<file path="config.mk">
export PLATFORM = sky130hd
export DESIGN_NAME = rps_status_pin
export DESIGN_NICKNAME = d
export VERILOG_FILES = /design/src/rtl/rps_hpulse.v /design/src/rtl/rps_status_pin.v
export VERILOG_INCLUDE_DIRS = /design/src /design/src/pkg
export SDC_FILE = /design/constraint.sdc
export NUM_CORES = 1
export LEC_CHECK = 0
export BUFFER_PORTS_ARGS = -buffer_cell sky130_fd_sc_hd__buf_2
export CORE_MARGIN = 2
export CORE_UTILIZATION = 50
export CTS_BUF_LIST = sky130_fd_sc_hd__clkbuf_4 sky130_fd_sc_hd__clkbuf_8
export CTS_CLUSTER_DIAMETER = 150
export DETAILED_ROUTE_END_ITERATION = 12
export GPL_TIMING_DRIVEN = 0
export PLACE_DENSITY = 0.73
export SKIP_CTS_REPAIR_TIMING = 1
export SLEW_MARGIN = 20
export SYNTH_ARGS = -nofsm -noshare
export SYNTH_HDL_FRONTEND = slang
export SYNTH_SLANG_ARGS = --single-unit
</file>
<file path="constraint.sdc">
create_clock -name mclk_in -period 2.9 [get_ports mclk_in]
set_input_delay 0 -clock mclk_in [delete_from_list [all_inputs] [get_ports mclk_in]]
set_output_delay 0 -clock mclk_in [all_outputs]
set_load 0.02 [all_outputs]
</file>
<file path="src/pkg/rps_regs.vh">
// register offsets, field positions and timing constants for the status pin mux
// assumes nothing; definitions only
`ifndef RPS_REGS_VH
`define RPS_REGS_VH
// ==========================================================
// subaddresses
`define RPS_ADDR_FMT_DELAY 8'h10
`define RPS_ADDR_OUT_CTRL 8'h11
`define RPS_ADDR_PIN_SEL 8'h12
`define RPS_ADDR_FID_CTRL 8'h13
`define RPS_ADDR_VWIN_START_LO 8'h15
`define RPS_ADDR_VWIN_STOP_LO 8'h16
`define RPS_ADDR_VWIN_MSB 8'h17
`define RPS_ADDR_HPULSE_BEGIN 8'h06
`define RPS_ADDR_HPULSE_STOP 8'h07
// ==========================================================
// field positions
`define RPS_BIT_DECODER_BYPASS 1
`define RPS_BIT_RT_OUT_ENABLE 2
`define RPS_BIT_LOCK_SPEED 4
`define RPS_BIT_GEN_SWITCH 5
`define RPS_BIT_VREF_LENGTH 3
`define RPS_BIT_FID_POLARITY 3
`define RPS_BIT_VSTART_MSB 0
`define RPS_BIT_VSTOP_MSB 1
`define RPS_FDEL_HI 5
`define RPS_FDEL_LO 4
// ==========================================================
// reset values
`define RPS_RST_BYTE 8'h00
// ==========================================================
// selector codes
`define RPS_SEL_RESERVED 4'h0
`define RPS_SEL_ADC_LSB 4'h1
`define RPS_SEL_SWITCH 4'h2
`define RPS_SEL_HLOCK 4'h3
`define RPS_SEL_VHLOCK 4'h4
`define RPS_SEL_CLOCK 4'h5
`define RPS_SEL_PALSEQ 4'h6
`define RPS_SEL_LINE_VALID_REF 4'h7
`define RPS_SEL_HSYNC 4'h8
`define RPS_SEL_HQ 4'h9
`define RPS_SEL_ODD 4'ha
`define RPS_SEL_VSYNC 4'hb
`define RPS_SEL_VALT 4'hc
`define RPS_SEL_VERTICAL_WINDOW_GATE 4'hd
`define RPS_SEL_VREF 4'he
`define RPS_SEL_FID 4'hf
// ==========================================================
// timing
`define RPS_LINE_VALID_REF_HIGH_CLKS 12'd1440
`define RPS_LINE_TYPE_RAW 4'h7
`endif

</file>
<file path="src/rtl/rps_hpulse.v">
// programmable horizontal pulse window in eight-clock steps with a fine delay
// assumes line_start_in pulses once per line on the line-locked clock
`timescale 1ns/100ps
module rps_hpulse #(
  parameter CW = 12
) (
  input wire mclk_in,
  input wire rst_n_in,
  input wire line_start_in,
  input wire [7:0] begin_in,
  input wire [7:0] stop_in,
  input wire [2:0] fine_in,
  output reg pulse_out
);
  // ==========================================================
  // line position counter
  reg [CW-1:0] pos_r;
  wire [CW-1:0] pos_nxt;
  wire [CW-1:0] beg_pos;
  wire [CW-1:0] end_pos;
  assign pos_nxt = line_start_in ? {CW{1'b0}} : pos_r + {{(CW-1){1'b0}}, 1'b1};
  assign beg_pos = {{(CW-11){1'b0}}, begin_in, 3'h0} + {{(CW-3){1'b0}}, fine_in};
  assign end_pos = {{(CW-11){1'b0}}, stop_in, 3'h0} + {{(CW-3){1'b0}}, fine_in};
  always @(posedge mclk_in) begin
    if (!rst_n_in) begin
      pos_r <= {CW{1'b0}};
      pulse_out <= 1'b0;
    end else begin
      pos_r <= pos_nxt;
      if (pos_nxt == beg_pos)
        pulse_out <= 1'b1;
      // a pulse still high at the next line start is cut there unless the window begins at 0, so a stale
      // window left over from earlier settings never stretches the new one
      else if ((pos_nxt == end_pos) || line_start_in)
        pulse_out <= 1'b0;
    end
  end
endmodule // rps_hpulse

</file>
<file path="src/rtl/rps_status_pin.v">
// first real-time status pin source multiplexer with its control bytes
// Overview of operation
// - low nibble of byte 12h picks pin source
// - code 1 gives converter lsbs under bypass
// - code 2 drives general switch level
// - code 3 gives horizontal lock, speed selectable
// - codes 4, 5 give lock and colour locks
// - code 6 gives pal sequence, low on pal
// - code 7 gives horizontal line reference
// - reference high 1440 clocks for normal types
// - raw type uses programmable begin and stop
// - code 8 gives programmable horizontal sync
// - code 9 gates line reference with vertical
// - code 10 gives odd field high
// - codes 11, 12 give vertical pulses
// - code 13 gives programmable vertical gate
// - code 14 gives vertical reference, two positions
// - code 15 gives field id, programmable position
// - pin floats while realtime enable is low
// - switch bit sets pin low or high
// assumes byte writes arrive as a one-cycle strobe with address and data,
// and that timing sources are synchronous to the line-locked clock
`include "rps_regs.vh"
`timescale 1ns/100ps
module rps_status_pin #(
  parameter LINE_W = 9,
  parameter CW = 12
) (
  input wire mclk_in,
  input wire rst_n_in,
  input wire reg_wr_in,
  input wire [7:0] reg_addr_in,
  input wire [7:0] reg_wdata_in,
  input wire reg_rd_in,
  output reg [7:0] reg_rdata_out,
  input wire adc_lsb_in,
  input wire hlock_std_in,
  input wire hlock_fast_in,
  input wire vlock_in,
  input wire colour_in,
  input wire pal_line_in,
  input wire line_start_in,
  input wire [3:0] line_type_in,
  input wire vref_a_in,
  input wire vref_b_in,
  input wire odd_field_in,
  input wire vsync_in,
  input wire valt_in,
  input wire [LINE_W-1:0] line_num_in,
  input wire status_pin_first_in,
  output reg status_pin_first_out,
  output wire status_pin_first_oe_n_out
);
  // ==========================================================
  // control bytes
  reg [7:0] pin_sel_r;
  reg [7:0] out_ctrl_r;
  reg [7:0] fmt_delay_r;
  reg [7:0] fid_ctrl_r;
  reg [7:0] hbegin_r;
  reg [7:0] hstop_r;
  reg [7:0] vstart_lo_r;
  reg [7:0] vstop_lo_r;
  reg [7:0] vmsb_r;

  // ==========================================================
  // write decode, one strobe per control byte
  wire wr_pin_sel;
  wire wr_out_ctrl;
  wire wr_fmt_delay;
  wire wr_fid_ctrl;
  wire wr_hbegin;
  wire wr_hstop;
  wire wr_vstart_lo;
  wire wr_vstop_lo;
  wire wr_vmsb;
  assign wr_pin_sel = reg_wr_in && (reg_addr_in == `RPS_ADDR_PIN_SEL);
  assign wr_out_ctrl = reg_wr_in && (reg_addr_in == `RPS_ADDR_OUT_CTRL);
  assign wr_fmt_delay = reg_wr_in && (reg_addr_in == `RPS_ADDR_FMT_DELAY);
  assign wr_fid_ctrl = reg_wr_in && (reg_addr_in == `RPS_ADDR_FID_CTRL);
  assign wr_hbegin = reg_wr_in && (reg_addr_in == `RPS_ADDR_HPULSE_BEGIN);
  assign wr_hstop = reg_wr_in && (reg_addr_in == `RPS_ADDR_HPULSE_STOP);
  assign wr_vstart_lo = reg_wr_in && (reg_addr_in == `RPS_ADDR_VWIN_START_LO);
  assign wr_vstop_lo = reg_wr_in && (reg_addr_in == `RPS_ADDR_VWIN_STOP_LO);
  assign wr_vmsb = reg_wr_in && (reg_addr_in == `RPS_ADDR_VWIN_MSB);
  // unmapped subaddresses raise no strobe and are ignored

  always @(posedge mclk_in) begin
    if (!rst_n_in) begin
      pin_sel_r <= `RPS_RST_BYTE;
    end else if (wr_pin_sel) begin
      pin_sel_r <= reg_wdata_in;
    end
  end

  always @(posedge mclk_in) begin
    if (!rst_n_in) begin
      out_ctrl_r <= `RPS_RST_BYTE;
    end else if (wr_out_ctrl) begin
      out_ctrl_r <= reg_wdata_in;
    end
  end

  always @(posedge mclk_in) begin
    if (!rst_n_in) begin
      fmt_delay_r <= `RPS_RST_BYTE;
    end else if (wr_fmt_delay) begin
      fmt_delay_r <= reg_wdata_in;
    end
  end

  always @(posedge mclk_in) begin
    if (!rst_n_in) begin
      fid_ctrl_r <= `RPS_RST_BYTE;
    end else if (wr_fid_ctrl) begin
      fid_ctrl_r <= reg_wdata_in;
    end
  end

  always @(posedge mclk_in) begin
    if (!rst_n_in) begin
      hbegin_r <= `RPS_RST_BYTE;
    end else if (wr_hbegin) begin
      hbegin_r <= reg_wdata_in;
    end
  end

  always @(posedge mclk_in) begin
    if (!rst_n_in) begin
      hstop_r <= `RPS_RST_BYTE;
    end else if (wr_hstop) begin
      hstop_r <= reg_wdata_in;
    end
  end

  always @(posedge mclk_in) begin
    if (!rst_n_in) begin
      vstart_lo_r <= `RPS_RST_BYTE;
    end else if (wr_vstart_lo) begin
      vstart_lo_r <= reg_wdata_in;
    end
  end

  always @(posedge mclk_in) begin
    if (!rst_n_in) begin
      vstop_lo_r <= `RPS_RST_BYTE;
    end else if (wr_vstop_lo) begin
      vstop_lo_r <= reg_wdata_in;
    end
  end

  always @(posedge mclk_in) begin
    if (!rst_n_in) begin
      vmsb_r <= `RPS_RST_BYTE;
    end else if (wr_vmsb) begin
      vmsb_r <= reg_wdata_in;
    end
  end

  // ==========================================================
  // readback
  reg [7:0] rdata_nxt;
  always @* begin
    case (reg_addr_in)
      `RPS_ADDR_PIN_SEL: rdata_nxt = pin_sel_r;
      `RPS_ADDR_OUT_CTRL: rdata_nxt = out_ctrl_r;
      `RPS_ADDR_FMT_DELAY: rdata_nxt = fmt_delay_r;
      `RPS_ADDR_FID_CTRL: rdata_nxt = fid_ctrl_r;
      `RPS_ADDR_HPULSE_BEGIN: rdata_nxt = hbegin_r;
      `RPS_ADDR_HPULSE_STOP: rdata_nxt = hstop_r;
      `RPS_ADDR_VWIN_START_LO: rdata_nxt = vstart_lo_r;
      `RPS_ADDR_VWIN_STOP_LO: rdata_nxt = vstop_lo_r;
      `RPS_ADDR_VWIN_MSB: rdata_nxt = vmsb_r;
      default: rdata_nxt = 8'h00;
    endcase
  end
  always @(posedge mclk_in) begin
    if (!rst_n_in)
      reg_rdata_out <= 8'h00;
    else if (reg_rd_in)
      reg_rdata_out <= rdata_nxt;
  end

  // ==========================================================
  // field decode
  wire [3:0] pin_first_source_sel;
  wire decoder_bypass;
  wire realtime_output_enable;
  wire lock_speed_select;
  wire general_switch_first;
  wire vertical_ref_length;
  wire field_ident_polarity;
  wire [1:0] horiz_fine_delay;
  wire [LINE_W-1:0] vertical_window_start;
  wire [LINE_W-1:0] vertical_window_stop;
  assign pin_first_source_sel = pin_sel_r[3:0];
  assign decoder_bypass = out_ctrl_r[`RPS_BIT_DECODER_BYPASS];
  assign realtime_output_enable = out_ctrl_r[`RPS_BIT_RT_OUT_ENABLE];
  assign lock_speed_select = out_ctrl_r[`RPS_BIT_LOCK_SPEED];
  assign general_switch_first = out_ctrl_r[`RPS_BIT_GEN_SWITCH];
  assign vertical_ref_length = fmt_delay_r[`RPS_BIT_VREF_LENGTH];
  assign field_ident_polarity = fid_ctrl_r[`RPS_BIT_FID_POLARITY];
  assign horiz_fine_delay = fmt_delay_r[`RPS_FDEL_HI:`RPS_FDEL_LO];
  assign vertical_window_start = {vmsb_r[`RPS_BIT_VSTART_MSB], vstart_lo_r};
  assign vertical_window_stop = {vmsb_r[`RPS_BIT_VSTOP_MSB], vstop_lo_r};

  // ==========================================================
  // horizontal pulse generators
  wire horizontal_sync_pulse;
  wire raw_line_valid_ref;
  rps_hpulse #(.CW(CW)) u_hsync (
    .mclk_in(mclk_in),
    .rst_n_in(rst_n_in),
    .line_start_in(line_start_in),
    .begin_in(hbegin_r),
    .stop_in(hstop_r),
    .fine_in({horiz_fine_delay, 1'b0}),
    .pulse_out(horizontal_sync_pulse)
  );
  rps_hpulse #(.CW(CW)) u_rawref (
    .mclk_in(mclk_in),
    .rst_n_in(rst_n_in),
    .line_start_in(line_start_in),
    .begin_in(hbegin_r),
    .stop_in(hstop_r),
    .fine_in({horiz_fine_delay, 1'b0}),
    .pulse_out(raw_line_valid_ref)
  );

  // ==========================================================
  // fixed 1440-clock active line for all other data types
  reg [CW-1:0] line_valid_ref_cnt_r;
  reg std_line_valid_ref_r;
  wire line_valid_ref_cnt_zero;
  assign line_valid_ref_cnt_zero = (line_valid_ref_cnt_r == {CW{1'b0}});

  always @(posedge mclk_in) begin
    if (!rst_n_in) begin
      line_valid_ref_cnt_r <= {CW{1'b0}};
    end else if (line_start_in) begin
      line_valid_ref_cnt_r <= `RPS_LINE_VALID_REF_HIGH_CLKS - 12'd1;
    end else if (!line_valid_ref_cnt_zero) begin
      line_valid_ref_cnt_r <= line_valid_ref_cnt_r - {{(CW-1){1'b0}}, 1'b1};
    end
  end

  always @(posedge mclk_in) begin
    if (!rst_n_in) begin
      std_line_valid_ref_r <= 1'b0;
    end else if (line_start_in) begin
      std_line_valid_ref_r <= 1'b1;
    end else if (line_valid_ref_cnt_zero) begin
      std_line_valid_ref_r <= 1'b0;
    end
  end

  wire line_valid_ref;
  assign line_valid_ref = (line_type_in == `RPS_LINE_TYPE_RAW) ? raw_line_valid_ref : std_line_valid_ref_r;

  // ==========================================================
  // vertical sources
  wire vref_sel;
  wire vertical_window_gate;
  wire gated_line_ref;
  wire field_ident_out;
  reg fid_r;
  assign vref_sel = vertical_ref_length ? vref_b_in : vref_a_in;
  wire past_window_start;
  wire before_window_stop;
  wire fid_latch_line;
  assign past_window_start = (line_num_in >= vertical_window_start);
  assign before_window_stop = (line_num_in < vertical_window_stop);
  assign vertical_window_gate = past_window_start & before_window_stop;
  assign gated_line_ref = line_valid_ref & vref_sel;
  assign fid_latch_line = (line_num_in == vertical_window_start);

  always @(posedge mclk_in) begin
    if (!rst_n_in) begin
      fid_r <= 1'b0;
    end else if (fid_latch_line) begin
      fid_r <= odd_field_in;
    end
  end
  assign field_ident_out = fid_r ^ field_ident_polarity;

  // ==========================================================
  // lock, sequence and vertical pulse flags
  wire horiz_lock_flag;
  wire both_lock_flag;
  wire colour_lock_flag;
  wire pal_sequence_flag;
  wire adc_lsb_gated;
  wire vertical_sync_pulse;
  wire vertical_pulse_alt;
  assign horiz_lock_flag = lock_speed_select ? hlock_fast_in : hlock_std_in;
  assign both_lock_flag = vlock_in & hlock_std_in;
  assign colour_lock_flag = both_lock_flag & colour_in;
  assign pal_sequence_flag = ~pal_line_in;
  assign adc_lsb_gated = decoder_bypass & adc_lsb_in;
  assign vertical_sync_pulse = vsync_in;
  assign vertical_pulse_alt = valt_in;

  // ==========================================================
  // source multiplexer, registered so a selector change cannot glitch the pin
  reg pin_nxt;
  always @* begin
    case (pin_first_source_sel)
      `RPS_SEL_ADC_LSB: pin_nxt = adc_lsb_gated;
      `RPS_SEL_SWITCH: pin_nxt = general_switch_first;
      `RPS_SEL_HLOCK: pin_nxt = horiz_lock_flag;
      `RPS_SEL_VHLOCK: pin_nxt = both_lock_flag;
      `RPS_SEL_CLOCK: pin_nxt = colour_lock_flag;
      `RPS_SEL_PALSEQ: pin_nxt = pal_sequence_flag;
      `RPS_SEL_LINE_VALID_REF: pin_nxt = line_valid_ref;
      `RPS_SEL_HSYNC: pin_nxt = horizontal_sync_pulse;
      `RPS_SEL_HQ: pin_nxt = gated_line_ref;
      `RPS_SEL_ODD: pin_nxt = odd_field_in;
      `RPS_SEL_VSYNC: pin_nxt = vertical_sync_pulse;
      `RPS_SEL_VALT: pin_nxt = vertical_pulse_alt;
      `RPS_SEL_VERTICAL_WINDOW_GATE: pin_nxt = vertical_window_gate;
      `RPS_SEL_VREF: pin_nxt = vref_sel;
      `RPS_SEL_FID: pin_nxt = field_ident_out;
      default: pin_nxt = 1'b0;
    endcase
  end

  // ==========================================================
  // pin drive stage
  always @(posedge mclk_in) begin
    if (!rst_n_in) begin
      status_pin_first_out <= 1'b0;
    end else begin
      status_pin_first_out <= pin_nxt;
    end
  end

  // ==========================================================
  // output enable
  // pin input is unused: with the enable low the pin only floats
  assign status_pin_first_oe_n_out = ~realtime_output_enable;
endmodule // rps_status_pin

</file>
==> results.md, run 1 <==
- Outcome: complete, but fails checks
- Failing checks: hold timing
- Die Ht: 119 um
- DIE AREA: 0.0142 mm2
- NumNets Final: 917
- CP max FO: 8
- Number of global-route vias before repair: 5461
- Logic gate share of total power: 0.077
- Max-cap check violation count: 0
- Final wirelength: 17100 um
- TritonRoute pass-1 iters: 5
- GRT Util Overall: 0.250
- Slew @ Worst Pin: 0.726 ns
- VDD IR-drop max: 0.303 mV
- Synth top area cells: dfxtp_1 (37%), mux2i_1 (12%), nor2_1 (5.0%), nand2_1 (4.4%), ha_1 (3.8%)
- Drt via density: 5.63
- Critical Path RT: 3.25 ns
- PwrDens: 468 mW/mm2
- Tcrit/Tclk final: 0.844
- Leak: 2.86 nW
- RR Startpoint: u_hsync.pos_r[0]
- Worst setup SP type: flip-flop
- Die width: 119 um
- Hold slack: -0.00267 ns
- CP bufs+invs: 0
- Sw power: 875 uW
- Clock-pin slew on the worst setup and hold paths: 0.08 ns
- Wire per inst: 16.5 um
- Crit path cell chain: ha_1 > nand3_2 > or3_1 > and2_1 > xnor2_1 > o311a_1 > nor4_1 > o22ai_1
- TritonCTS Sinks: 121
- Clock Path Buffers: 2
- DRC: 0
- CTS HTree Levels: 4
- Iter 0 DRT Violations: 352
- Critical path's slowest cell: dfxtp_1
- Critical Path Max Stage Delay: 0.44 ns
- Syn Nets: 850
- CP Capture Type: flip-flop
- Worst path arrival time: 2.79 ns
- Post-Syn Area: 0.00663 mm2
- Clk_skew: 0.0122 ns
- Critical path origin: u_hsync.pos_r[0]
- Yosys cell types: 66
- Synth Warn #: 0
- GRT overflow: 0
- Setup tns final: 0 ns
- N_diodes: 0
- Num rows: 42
- Internal power: 2.63 mW
- First-pass GRT wire length: 27800 um
- Seq/Total Area, Yosys: 0.365
- Fillers: 1206
- Max_slew headroom: 0.516
- Core Footprint: 0.0131 mm2
- Dpl cell area: 0.00708 mm2
- Layout cells sized above 1: 0.125
- Core Util, Final: 0.573
- PortBufs: 46
- Cell area after layout: 0.00749 mm2
- #FFs+latches synth: 121
- R2R setup slack: 0.45 ns
- Largest net degree at the start of global routing: 17
- Clock Latency Late Sink: 0.46 ns
- Final hold vios: 1
- Max Clock Freq: 409 MHz
- Switching part of the total: 0.250
- RSZ-0062 raised after global routing: false
- Synth async-reset ratio: 0
- Dominant cell type by area after synthesis: dfxtp_1
- Tot Pwr: 3.51 mW
- RD Place Congestion: 0.908
- Starting density of the core: 0.507
- Final setup fails: 0
- Ports: 56
- Clk root buf: clkbuf_8
- Synth Instances: 784
- Critical path class: reg2reg
- Initial antenna violation count: 0
- Most used DFF post-synth: dfxtp_1
- Final count of pins violating max slew: 0
- Post-synth EDFFs: 0
- Area fraction of the dominant cell type after synthesis: 0.365
- Vias: 5856
- Area Growth Syn to Fin: 13.0%
- Avg Cell Area, Syn: 8.45 um2
- Post-route ant nets: 0
- HPWL after detailed placement: 12400 um
- Hold Startpoint: reg_wdata_in[7]
- Flop pwr share: 0.485
- Crit path time final: 2.45 ns
- Worst min-delay path category: in2reg
- TritonCTS Buffers: 17
- Clk pwr share: 0.438
- CP delay by family, top: simple AND/OR/NAND/NOR gates
- TritonCTS clock tree: built
-- power groups by stage --
stage	logic, mW	clock network [mW]	registers, mW
after floorplan	0.174	0	1.73
after global placement	0.263	0	1.74
after detailed placement	0.264	0	1.74
after CTS	0.266	1.54	1.70
after global routing	0.299	1.61	1.70
final	0.270	1.54	1.70
-- final cells by class --
class / count / area [um2] / area share
Buffer: 46 / 190 / 0.0254
Clock buffer: 24 / 299 / 0.0399
Clock inverter: 8 / 95.1 / 0.0127
Inverter: 28 / 105 / 0.0140
Multi-Input combinational cell: 589 / 3910 / 0.522
Sequential cell: 121 / 2420 / 0.323
Tap cell: 176 / 220 / 0.0294
Timing Repair Buffer: 48 / 250 / 0.0334
-- routing by layer --
metal / vias to the layer above / global-route usage / part of all wire / routed length [um]
li1: 2889 / - / - / -
met1: 2746 / 0.324 / 0.45 / 7750
met2: 170 / 0.409 / 0.47 / 8000
met3: 51 / 0.0489 / 0.048 / 814
met4: 0 / 0.103 / 0.033 / 572
met5: - / 0 / 0 / 0
-- Yosys cell counts (8+ instances only) --
cell type	number
dfxtp_1	121
nor2_1	89
mux2i_1	78
nand2_1	77
a21oi_1	43
clkbuf_1	35
nand3_1	30
o21ai_0	30
inv_1	28
xnor2_1	26
ha_1	20
xor2_1	17
nor2b_1	15
nor3_1	13
nand2b_1	10
o22ai_1	10
or3_1	9
a22o_1	8
a22oi_1	8
and2_1	8
o21a_1	8
-- path summary, 6_finish.rpt --
| path | endpoint | depth (start not counted) |
|---|---|---|
| setup reg to reg | u_hsync.pulse_out | 8 |
| hold / removal | fmt_delay_r[7] | 3 |
| hold reg to reg | pin_sel_r[5] | 2 |
| setup / recovery | u_hsync.pulse_out | 8 |
-- worst register-to-register path: cells and delay by family (launching register included) --
| kind | cells | cell delay [ns] |
|---|---|---|
| AO/OA/AOI/OAI | 2 | 0.46 |
| adder cells (fa/ha/maj) | 1 | 0.24 |
| AND/OR/NAND/NOR | 4 | 1.08 |
| flip-flops | 1 | 0.44 |
| XOR/XNOR | 1 | 0.13 |
-- layout by cell type (no fill, tap or decap), types with 28 or more instances in the layout --
cell / n
nand3_1: 30
mux2i_1: 78
clkbuf_1: 35
nand2_1: 77
dfxtp_1: 121
inv_1: 28
buf_2: 51
nor2_1: 89
a21oi_1: 43
o21ai_0: 30
-- registers in the layout (all words and copies together) (netlist names), 8 cells and up --
register / flops
reg_rdata_out: 8
u_rawref.pos_r: 12
hstop_r: 8
pin_sel_r: 8
line_valid_ref_cnt_r: 12
vstart_lo_r: 8
vstop_lo_r: 8
out_ctrl_r: 8
hbegin_r: 8
fmt_delay_r: 8
fid_ctrl_r: 8
vmsb_r: 8
u_hsync.pos_r: 12
-- per-stage QoR --
stage	setup slack [ns]	cells
final	0.454	1040
after global routing	0.289	1040
after CTS	0.460	1038
after detailed placement	0.485	1006
after global placement	0.488	1006
after floorplan	0.712	784
-- cells by family (layout without fill, tap and decap cells) --
logic type      after synthesis  count (layout)  synth area share
compound gates              146             146             0.140
xor+xnor                     46              46            0.0663
fa+ha+maj                    20              20            0.0378
buf+inv                      74             154            0.0446
flops                       121             121             0.365
mux                          80              80             0.121
simple gates                297             297             0.225
Note: power is estimated with default switching activity, not from simulation.
==> run 2, diff against run 1 <==
==> constraint.sdc (replaced) <==
create_clock -name mclk_in -period 2.4 [get_ports mclk_in]
set_input_delay 0 -clock mclk_in [delete_from_list [all_inputs] [get_ports mclk_in]]
set_output_delay 0 -clock mclk_in [all_outputs]
set_load 0.02 [all_outputs]
==> results.md, run 2 (synthesis gave the netlist of run 1 again) <==
- Crit path cell chain: ha_4 > nand3_4 > or3_1 > and2_1 > xnor2_1 > o311a_1 > nor4_2 > o22ai_1 (was ha_1 > nand3_2 > or3_1 > and2_1 > xnor2_1 > o311a_1 > nor4_1 > o22ai_1)
- Stages on the worst setup path: 8 (unchanged)
- Iter 0 DRT Violations: 380 (was 352)
- Final wirelength: 17300 um (was 17100 um)
- Vias: 5875 (was 5856)
- Final setup fails: 0 (unchanged)
- GRT Util Overall: 0.250 (unchanged)
- N_diodes: 0 (unchanged)
- CP Capture Type: flip-flop (unchanged)
- Worst min-delay path category: in2reg (unchanged)
- Sw power: 1.05 mW (was 875 uW)
- Largest net degree at the start of global routing: 17 (unchanged)
- Ports: 56 (unchanged)
- Internal power: 3.18 mW (was 2.63 mW)
- GRT overflow: 0 (unchanged)
- TritonCTS clock tree: built (unchanged)
- RR Startpoint: u_hsync.pos_r[1] (was u_hsync.pos_r[0])
- Max Clock Freq: 442 MHz (was 409 MHz)
- Core Footprint: 0.0131 mm2 (unchanged)
- Clk root buf: clkbuf_8 (unchanged)
- Clock Latency Late Sink: 0.46 ns (about the same)
- Critical Path RT: 2.74 ns (was 3.25 ns)
- HPWL after detailed placement: 12400 um (unchanged)
- PwrDens: 560 mW/mm2 (was 468 mW/mm2)
- TritonCTS Sinks: 121 (unchanged)
- Die Ht: 119 um (unchanged)
- DIE AREA: 0.0142 mm2 (unchanged)
- Num rows: 42 (unchanged)
- Flop pwr share: 0.485 (about the same)
- NumNets Final: 918 (was 917)
- Area Growth Syn to Fin: 14.2% (was 13.0%)
- PortBufs: 46 (unchanged)
- Top Registers: line_valid_ref_cnt_r: 12 flops, u_hsync.pos_r: 12 flops, u_rawref.pos_r: 12 flops (unchanged)
- Wire per inst: 16.6 um (was 16.5 um)
- Clk_skew: 0.00997 ns (was 0.0122 ns)
- Layout cells sized above 1: 0.134 (was 0.125)
- PnR worst setup slack: 0.136 ns (was 0.454 ns)
- Post-route ant nets: 0 (unchanged)
- Worst path arrival time: 2.61 ns (was 2.79 ns)
- Initial antenna violation count: 0 (unchanged)
- RD Place Congestion: 0.908 (unchanged)
- Final count of pins violating max slew: 0 (unchanged)
- R2R setup slack: 0.14 ns (was 0.45 ns)
- Number of global-route vias before repair: 5461 (unchanged)
- Logic gate share of total power: 0.078 (was 0.077)
- First-pass GRT wire length: 27800 um (unchanged)
- Switching part of the total: 0.249 (was 0.250)
- Starting density of the core: 0.507 (unchanged)
- DRC: 0 (unchanged)
- CP delay by family, top: simple AND/OR/NAND/NOR gates (unchanged)
- CP bufs+invs: 0 (unchanged)
- Outcome: finished clean (was complete, but fails checks)
- Most frequent cells in the layout: dfxtp_1 (120), nor2_1 (89), nand2_1 (77), mux2i_1 (77), buf_2 (51) (was dfxtp_1 (121), nor2_1 (89), mux2i_1 (78))
- Slew @ Worst Pin: 0.737 ns (was 0.726 ns)
- Drt via density: 5.64 (was 5.63)
- Tcrit/Tclk final: 0.943 (was 0.844)
- Leak: 2.89 nW (was 2.86 nW)
- Worst r2r dst: u_hsync.pulse_out (unchanged)
- R2R cell count: 8 (unchanged)
- Worst setup SP type: flip-flop (unchanged)
- Critical path origin: u_hsync.pos_r[1] (was u_hsync.pos_r[0])
- Clock-pin slew on the worst setup and hold paths: 0.08 ns (about the same)
- Die width: 119 um (unchanged)
- VDD IR-drop max: 0.366 mV (was 0.303 mV)
- Critical Path Max Stage Delay: 0.41 ns (was 0.44 ns)
- Setup WS pre-CTS: -0.0152 ns (was 0.485 ns)
- Tot Pwr: 4.24 mW (was 3.51 mW)
- Final hold vios: 0 (was 1)
- TritonCTS Buffers: 17 (unchanged)
- Core Util, Final: 0.578 (was 0.573)
- Most common library cell in the layout ignoring fill and taps: dfxtp_1 (unchanged)
- Critical path class: reg2reg (unchanged)
- Crit path time final: 2.26 ns (was 2.45 ns)
- Clk pwr share: 0.437 (was 0.438)
- CP max FO: 8 (unchanged)
- Setup crit end: u_hsync.pulse_out (unchanged)
- Max-cap check violation count: 0 (unchanged)
- TritonRoute pass-1 iters: 5 (unchanged)
- Critical path's slowest cell: dfxtp_1 (unchanged)
- Max_slew headroom: 0.509 (was 0.516)
- Clock Path Buffers: 2 (unchanged)
- CTS HTree Levels: 4 (unchanged)
- Setup tns final: 0 ns (unchanged)
[run 2: area by class of cell]
class | count | area (um2)
tap | 176 | 220
inverter | 28 | 105
multi-input combinational | 589 | 3970
sequential | 121 | 2430
fill | 1194 | 5520
clock inverter | 8 | 95.1
buffer | 46 | 190
clock buffer | 24 | 299
timing repair buffer | 49 | 258
[run 2: worst min-delay path by stage]
stage          slack (ns)  cells after the start              to       startpoint
6_report            0.004                      3  fmt_delay_r[7]  reg_wdata_in[7]
5_1_grt              0.04                      3    pin_sel_r[7]  reg_wdata_in[7]
3_5_place_dp         0.31                      3           fid_r     odd_field_in
2_1_floorplan        0.15                      1    pin_sel_r[6]         rst_n_in
3_3_place_gp         0.30                      3           fid_r     odd_field_in
4_1_cts             -0.16                      3           fid_r     odd_field_in
[run 2: through the flow]
step                      area (um2)  cells  hold slack (ns)
after floorplan                 6630    784            0.153
final                           7570   1041          0.00358
after global placement          7080   1006            0.297
after CTS                       7470   1038           -0.162
after detailed placement        7080   1006            0.308
after global routing            7570   1041           0.0373
[run 2: power groups by stage]
stage / Combinational [mW] / Clock [mW] / Sequential (mW)
global route: 0.365 / 1.95 / 2.06
detailed placement: 0.319 / 0 / 2.10
CTS: 0.322 / 1.86 / 2.05
floorplan: 0.210 / 0 / 2.09
global placement: 0.317 / 0 / 2.10
finish: 0.330 / 1.85 / 2.05
[run 2: routing by layer]
metal | global-route usage | up-vias | part of all wire
met5 | 0 | - | 0
met4 | 0.103 | 0 | 0.025
met3 | 0.0489 | 38 | 0.052
met2 | 0.409 | 182 | 0.47
met1 | 0.324 | 2766 | 0.45
li1 | - | 2889 | -
[run 2: worst reg2reg max path, delay by kind of cell, from the launching register on]
| family | cells | cell delay (ns) |
|---|---|---|
| xor+xnor | 1 | 0.13 |
| compound gates | 2 | 0.46 |
| simple gates | 4 | 0.97 |
| fa+ha+maj | 1 | 0.18 |
| flops | 1 | 0.41 |
